**src/logic/mcg_pkg.sv**
```systemverilog
// package: constants for the math coprocessor bus glue
package mcg_pkg;
	// system clock rate
	localparam int unsigned SYS_CLK_HZ      = 20000000;
	// coprocessor clock rate
	localparam int unsigned COPROC_CLK_HZ   = 2000000;
	// half period of the coprocessor clock in system cycles
	localparam int unsigned HALF_DIV        = SYS_CLK_HZ / (2 * COPROC_CLK_HZ);
	localparam int unsigned DIV_W           = 4;
	// address field positions on the I/O address bus
	localparam int unsigned ADDR_W          = 12;
	localparam int unsigned SEL_HI_BIT      = 11;
	localparam int unsigned SEL_LO_BIT      = 10;
	localparam int unsigned KIND_BIT        = 3;
	// reset values
	localparam logic        SEL_N_RST       = 1'b1;
	localparam logic        ACK_N_RST       = 1'b1;
	localparam logic        CLK_RST         = 1'b0;
	localparam logic        KIND_RST        = 1'b0;
	localparam logic        EDGE_RST        = 1'b1;
	// synchroniser depth for pin inputs
	localparam int unsigned SYNC_DEPTH      = 3;
endpackage

```
**src/logic/mcg_sync.sv**
```systemverilog
// module: three-stage synchroniser for asynchronous pin inputs
`timescale 1ns/1ps
module mcg_sync
	import mcg_pkg::*;
(
	// clock, reset and enable
	input  wire logic clk_in,
	input  wire logic rst_n_in,
	input  wire logic ce_in,
	// pin and filtered level
	input  wire logic pin_in,
	output logic      level_out
);
	logic [SYNC_DEPTH-1:0] stage_q;
	logic [SYNC_DEPTH-1:0] stage_d;
	logic                  level_q;
	logic                  level_d;

	// shift in; accept a change only when the last two stages agree
	always_comb
	begin
		stage_d = stage_q;
		level_d = level_q;
		if (ce_in)
		begin
			stage_d = {stage_q[SYNC_DEPTH-2:0], pin_in};
			if (stage_q[1] == stage_q[2])
				level_d = stage_q[2];
		end
	end

	// registers only
	always_ff @(posedge clk_in or negedge rst_n_in)
	begin
		if (!rst_n_in)
		begin
			stage_q <= '0;
			level_q <= 1'b0;
		end
		else
		begin
			stage_q <= stage_d;
			level_q <= level_d;
		end
	end

	assign level_out = level_q;
endmodule

```
**src/logic/mcg_top.sv**
```systemverilog
// module: bus glue between host I/O cycles and the math coprocessor
// pin inputs pass four flops, so every answer lags the pins by a few
// system cycles; the host sees that as wait states, not as a fault
`timescale 1ns/1ps
module mcg_top
	import mcg_pkg::*;
(
	// clock, reset, enable
	input  wire logic              clk_in,
	input  wire logic              arst_n_in,
	input  wire logic              ce_in,
	// host I/O bus
	input  wire logic              io_strobe_n_in,
	input  wire logic [ADDR_W-1:0] addr_in,
	output logic                   bus_ack_n_out,
	// coprocessor side
	input  wire logic              pause_n_in,
	input  wire logic              end_n_in,
	output logic                   coproc_select_n_out,
	output logic                   coproc_cmd_data_out,
	output logic                   two_meg_clock_out,
	// adapter edge input
	output logic                   adapter_edge_input_b_one_out
);
	// reset release
	logic             rst_s1_q;
	logic             rst_n_q;
	// synchronised pin levels, high when active
	logic             strobe_lvl;
	logic             pause_lvl;
	logic             end_lvl;
	// coprocessor clock divider
	logic [DIV_W-1:0] div_q;
	logic [DIV_W-1:0] div_d;
	logic             clk2_q;
	logic             clk2_d;
	// select and transfer kind
	logic             sel_n_q;
	logic             sel_n_d;
	logic             kind_q;
	logic             kind_d;
	// acknowledge and adapter edge output
	logic             ack_n_q;
	logic             ack_n_d;
	logic             edge_q;
	logic             edge_d;

	// address match for the coprocessor window
	function automatic logic is_coproc(input logic [ADDR_W-1:0] a);
		return !a[SEL_HI_BIT] && a[SEL_LO_BIT];
	endfunction

	// reset release through two flops; assertion stays asynchronous
	always_ff @(posedge clk_in or negedge arst_n_in)
	begin
		if (!arst_n_in)
		begin
			rst_s1_q <= 1'b0;
			rst_n_q  <= 1'b0;
		end
		else
		begin
			rst_s1_q <= 1'b1;
			rst_n_q  <= rst_s1_q;
		end
	end

	// host strobe comes from another timing domain
	mcg_sync u_sync_strobe (
		.clk_in    (clk_in),
		.rst_n_in  (rst_n_q),
		.ce_in     (ce_in),
		.pin_in    (~io_strobe_n_in),
		.level_out (strobe_lvl)
	);

	// pause runs on the coprocessor clock, treat as asynchronous
	mcg_sync u_sync_pause (
		.clk_in    (clk_in),
		.rst_n_in  (rst_n_q),
		.ce_in     (ce_in),
		.pin_in    (~pause_n_in),
		.level_out (pause_lvl)
	);

	// completion also comes from the coprocessor clock
	mcg_sync u_sync_end (
		.clk_in    (clk_in),
		.rst_n_in  (rst_n_q),
		.ce_in     (ce_in),
		.pin_in    (~end_n_in),
		.level_out (end_lvl)
	);

	// divider next state; runs free from reset, not tied to accesses
	always_comb
	begin
		div_d  = div_q;
		clk2_d = clk2_q;
		if (ce_in)
		begin
			if (div_q == DIV_W'(HALF_DIV - 1))
			begin
				div_d  = '0;
				clk2_d = ~clk2_q;
			end
			else
			begin
				div_d = div_q + DIV_W'(1);
			end
		end
	end

	// divider registers; a stopped enable stretches the 2 MHz phase
	always_ff @(posedge clk_in or negedge rst_n_q)
	begin
		if (!rst_n_q)
		begin
			div_q  <= '0;
			clk2_q <= CLK_RST;
		end
		else
		begin
			div_q  <= div_d;
			clk2_q <= clk2_d;
		end
	end

	// select and kind; the host holds the address while its strobe is low
	always_comb
	begin
		sel_n_d = sel_n_q;
		kind_d  = kind_q;
		if (ce_in)
		begin
			sel_n_d = !(strobe_lvl && is_coproc(addr_in));
			// data or command by bit three
			kind_d  = addr_in[KIND_BIT];
		end
	end

	// decode registers; address is sampled after the strobe settles
	always_ff @(posedge clk_in or negedge rst_n_q)
	begin
		if (!rst_n_q)
		begin
			sel_n_q <= SEL_N_RST;
			kind_q  <= KIND_RST;
		end
		else
		begin
			sel_n_q <= sel_n_d;
			kind_q  <= kind_d;
		end
	end

	// ack next state; a paused coprocessor keeps the host in wait states
	always_comb
	begin
		ack_n_d = ack_n_q;
		if (ce_in)
		begin
			if (!strobe_lvl)
				ack_n_d = 1'b1;
			else if (!sel_n_q && !pause_lvl)
				ack_n_d = 1'b0;
		end
	end

	// ack register; released one cycle after the synced strobe drops
	always_ff @(posedge clk_in or negedge rst_n_q)
	begin
		if (!rst_n_q)
		begin
			ack_n_q <= ACK_N_RST;
		end
		else
		begin
			ack_n_q <= ack_n_d;
		end
	end

	// edge output copies the synced completion; the adapter finds the edge
	always_comb
	begin
		edge_d = edge_q;
		if (ce_in)
		begin
			edge_d = ~end_lvl;
		end
	end

	// edge register; resets to the idle level so no false edge follows
	always_ff @(posedge clk_in or negedge rst_n_q)
	begin
		if (!rst_n_q)
		begin
			edge_q <= EDGE_RST;
		end
		else
		begin
			edge_q <= edge_d;
		end
	end

	// outputs straight from flops
	assign bus_ack_n_out                = ack_n_q;
	assign coproc_select_n_out          = sel_n_q;
	assign coproc_cmd_data_out          = kind_q;
	assign two_meg_clock_out            = clk2_q;
	assign adapter_edge_input_b_one_out = edge_q;
endmodule

```
**config.mk**
```make
export PLATFORM = sky130hd
export DESIGN_NAME = mcg_top
export DESIGN_NICKNAME = d
export VERILOG_FILES = /design/src/logic/mcg_pkg.sv /design/src/logic/mcg_sync.sv /design/src/logic/mcg_top.sv
export SDC_FILE = /design/constraint.sdc
export NUM_CORES = 1
export LEC_CHECK = 0
export ABC_AREA = 1
export BUFFER_PORTS_ARGS = -buffer_cell sky130_fd_sc_hd__buf_2
export CAP_MARGIN = 10
export CORE_MARGIN = 1.5
export CORE_UTILIZATION = 45
export CTS_CLUSTER_SIZE = 25
export DETAILED_ROUTE_END_ITERATION = 10
export PLACE_DENSITY_LB_ADDON = 0.2
export SYNTH_ARGS = -nofsm -noshare
export SYNTH_HDL_FRONTEND = slang
export SYNTH_SLANG_ARGS = --single-unit
```
**constraint.sdc**
```tcl
create_clock -name clk_in -period 1.2 [get_ports clk_in]
set_input_delay 0.24 -clock clk_in [delete_from_list [all_inputs] [get_ports clk_in]]
set_output_delay 0.24 -clock clk_in [all_outputs]
set_load 0.05 [all_outputs]
```
==> results.cfg <==
[sta]
rsz0062_at_grt = yes
slew_viol_final = 0
fmax_mhz = 797
finalWorstSetupSlack_ns = -0.0552
hold_violations = 0
setup_violations = 3
post-route-period-util_pct = 105
layout_min_cycle_time_ns = 1.26
finalClockSkew_ns = 0.00553
finalSetupTns_ns = -0.144

[drt]
dr.pass1.iters = 4
drt-initial-drc-count = 20
avgRoutedWirePerCell_microns = 9.83
wl_mm = 1.41
route.detailed.drc = 0
vias = 668
vias_per_cell = 4.67
drtAntennaViolNets = 0

[setup_path]
path_cells = buf_8
ff2ff_path_depth = 6
cp.arrival_ns = 1.02
worst_ep_required_time_ns = 0.96
cp-endpoint = adapter_edge_input_b_one_out
cp_slowest_stage_delay_ns = 0.57
reg2reg_to = two_meg_clock_out
critPathLaunchType = flop
crit_path_max_fanout = 2
r2r_start = div_q[1]
r2r_setup_slack_ns = 0.13
cp_num_buf_inv = 1
critPathLaunch = adapter_edge_input_b_one_out
crit_type = flop to output pin
cp_num_cells = 1
crit_family = flip-flops
crit_slowest_cell = dfstp_2
end_kind = output pin

[power_and_ir_drop]
totalPowerFinal_mw = 1.85
ir_worst_vdd_mv = 1.05
cellLeakagePower_nw = 0.574
p_per_area_nw_per_um2 = 1690

[synth]
synth.distinct_cells = 19
synth_top_area_share_pct = 54.1
ys_top_cells_by_area = dfrtp_1, nand2_1, dfstp_2, o21ai_1, nor2_1
yosys_warnings = 0
synth_seq_cells = 23
ys_seq_area_share_pct = 62.6
yosys.area.top_type = dfrtp_1
avgSynthCellArea_sq_um = 9.45
synth_edf_count = 0
ys.flop_type = dfrtp_1
synth_area_sq_um = 926
syn_nets = 118
syn_inst = 98
synth_top_cells_by_count = nand2_1, dfrtp_1, nor2_1, o21ai_1, inv_1
yosysMostFrequentCell = nand2_1
async_flop_share_pct = 100

[clock_network]
htreeDepth = 1
cts_tree = built
cts-root-buf = clkbuf_4
cts.path.max_buffers = 2
clk_pin_slew_ns = 0.12
cts_buffers = 3
worstSkewPairLatency_ns = 0.30
numClockSinks = 23

[layout]
fillers = 179
finalNetCount = 137
area_delta_synth_final_pct = 18.2
n_antenna_cell = 0
drive_gt1_share_pct = 20.7

[min_path]
hold_path.class = primary input to flop
min-delay-start = end_n_in

[die]
floorplan.initialDensity_pct = 47.7
io_pins = 23
coreArea_sq_um = 1940
die_h_microns = 48.4
rows = 16
die_area_sq_um = 2340
die_x_microns = 48.4

[place]
port_buffers = 13
place.gp.congestion = 0.748
place_hpwl_microns = 946

[grt]
grt_max_degree = 22
grt.total_usage_pct = 13.6
grt_pass1_vias = 617
antenna_found_initial = 0
grt_pass1_wl_mm = 2.50
grt-ovfl-total = 0

[outcome]
status = finished with violations
violations = negative setup slack

[run]
cap_violations = 0
==> per-stage QoR <==
stage | instance area, sq um | worst slack, ns | std cells | hold WS (ns) | utilization (%)
floorplan | 926 | 0.239 | 98 | -0.0556 | -
global placement | 1020 | 0.164 | 137 | 0.0247 | 52.3
detailed placement | 1020 | 0.146 | 137 | 0.0265 | 52.3
CTS | 1080 | -0.0699 | 143 | 0.0910 | 55.9
global route | 1090 | -0.0931 | 143 | 0.0895 | 56.4
finish | 1090 | -0.0552 | 143 | 0.101 | 56.4
==> sequential cells by signal, summed over array words and instances, names as in the netlist <==
| name | count |
|---|---|
| div_q | 4 |
| u_sync_end.stage_q | 3 |
| u_sync_pause.stage_q | 3 |
| u_sync_strobe.stage_q | 3 |
| adapter_edge_input_b_one_out | 1 |
| bus_ack_n_out | 1 |
| coproc_cmd_data_out | 1 |
| coproc_select_n_out | 1 |
| rst_n_q | 1 |
| rst_s1_q | 1 |
| two_meg_clock_out | 1 |
| u_sync_end.level_out | 1 |
| u_sync_pause.level_out | 1 |
| u_sync_strobe.level_out | 1 |
==> worst min path at each step <==
stage,end,slack [ns],cells after the start
2_1_floorplan,rst_n_q,-0.06,0
3_3_place_gp,rst_n_q,0.02,1
3_5_place_dp,rst_n_q,0.03,1
4_1_cts,u_sync_end.stage_q[0],0.09,2
5_1_grt,u_sync_end.stage_q[0],0.09,2
6_report,u_sync_end.stage_q[0],0.10,2
==> cells by family after synthesis <==
group / share of synthesized area, %
AO/OA/AOI/OAI: 7.84
other: 0.405
XOR/XNOR: 0.946
buffers and inverters: 5.81
AND/OR/NAND/NOR: 19.7
adder cells (fa/ha/maj): 2.70
flip-flops: 62.6
==> metal layers <==
metal / global-route usage (%) / vias up / part of all wire [%]
met3: 1.85 / 2 / 3.5
met4: 6.19 / 0 / 0.64
met2: 21.8 / 9 / 44
met1: 18.6 / 314 / 52
li1: - / 343 / -
met5: 0 / - / 0
==> power breakdown <==
group / leakage (nW) / internal (mW) / switching, mW / total [mW]
clock network: 0.0150 / 0.129 / 0.216 / 0.345
logic: 0.280 / 0.177 / 0.296 / 0.473
registers: 0.279 / 0.927 / 0.104 / 1.03
total: 0.574 / 1.23 / 0.616 / 1.85
==> placed cells by master (no fill, tap or decap), types with 2 or more instances in the layout <==
cell type / n
inv_1: 7
ha_1: 2
nor2_1: 8
buf_4: 5
clkbuf_4: 3
o21ai_1: 8
dfrtp_1: 20
nand2_1: 35
buf_2: 8
buf_8: 3
o21ai_0: 4
dfstp_2: 3
==> repair_timing <==
item / CTS / global route
resized for setup: 8 / 4
hold endpoints to repair: 2 / 0
buffers inserted: 1 / 0
endpoints found under the setup margin: 4 / 4
hold buffers: 1 / 0
==> cell type report <==
class / instances / area, sq um / area share, %
Clock buffer: 4 / 26.3 / 2.40
Inverter: 8 / 30.0 / 2.74
Multi-Input combinational cell: 64 / 293 / 26.7
Sequential cell: 23 / 579 / 52.9
Tap cell: 27 / 33.8 / 3.09
Timing Repair Buffer: 17 / 133 / 12.1
(Power assumes the default switching activity.)
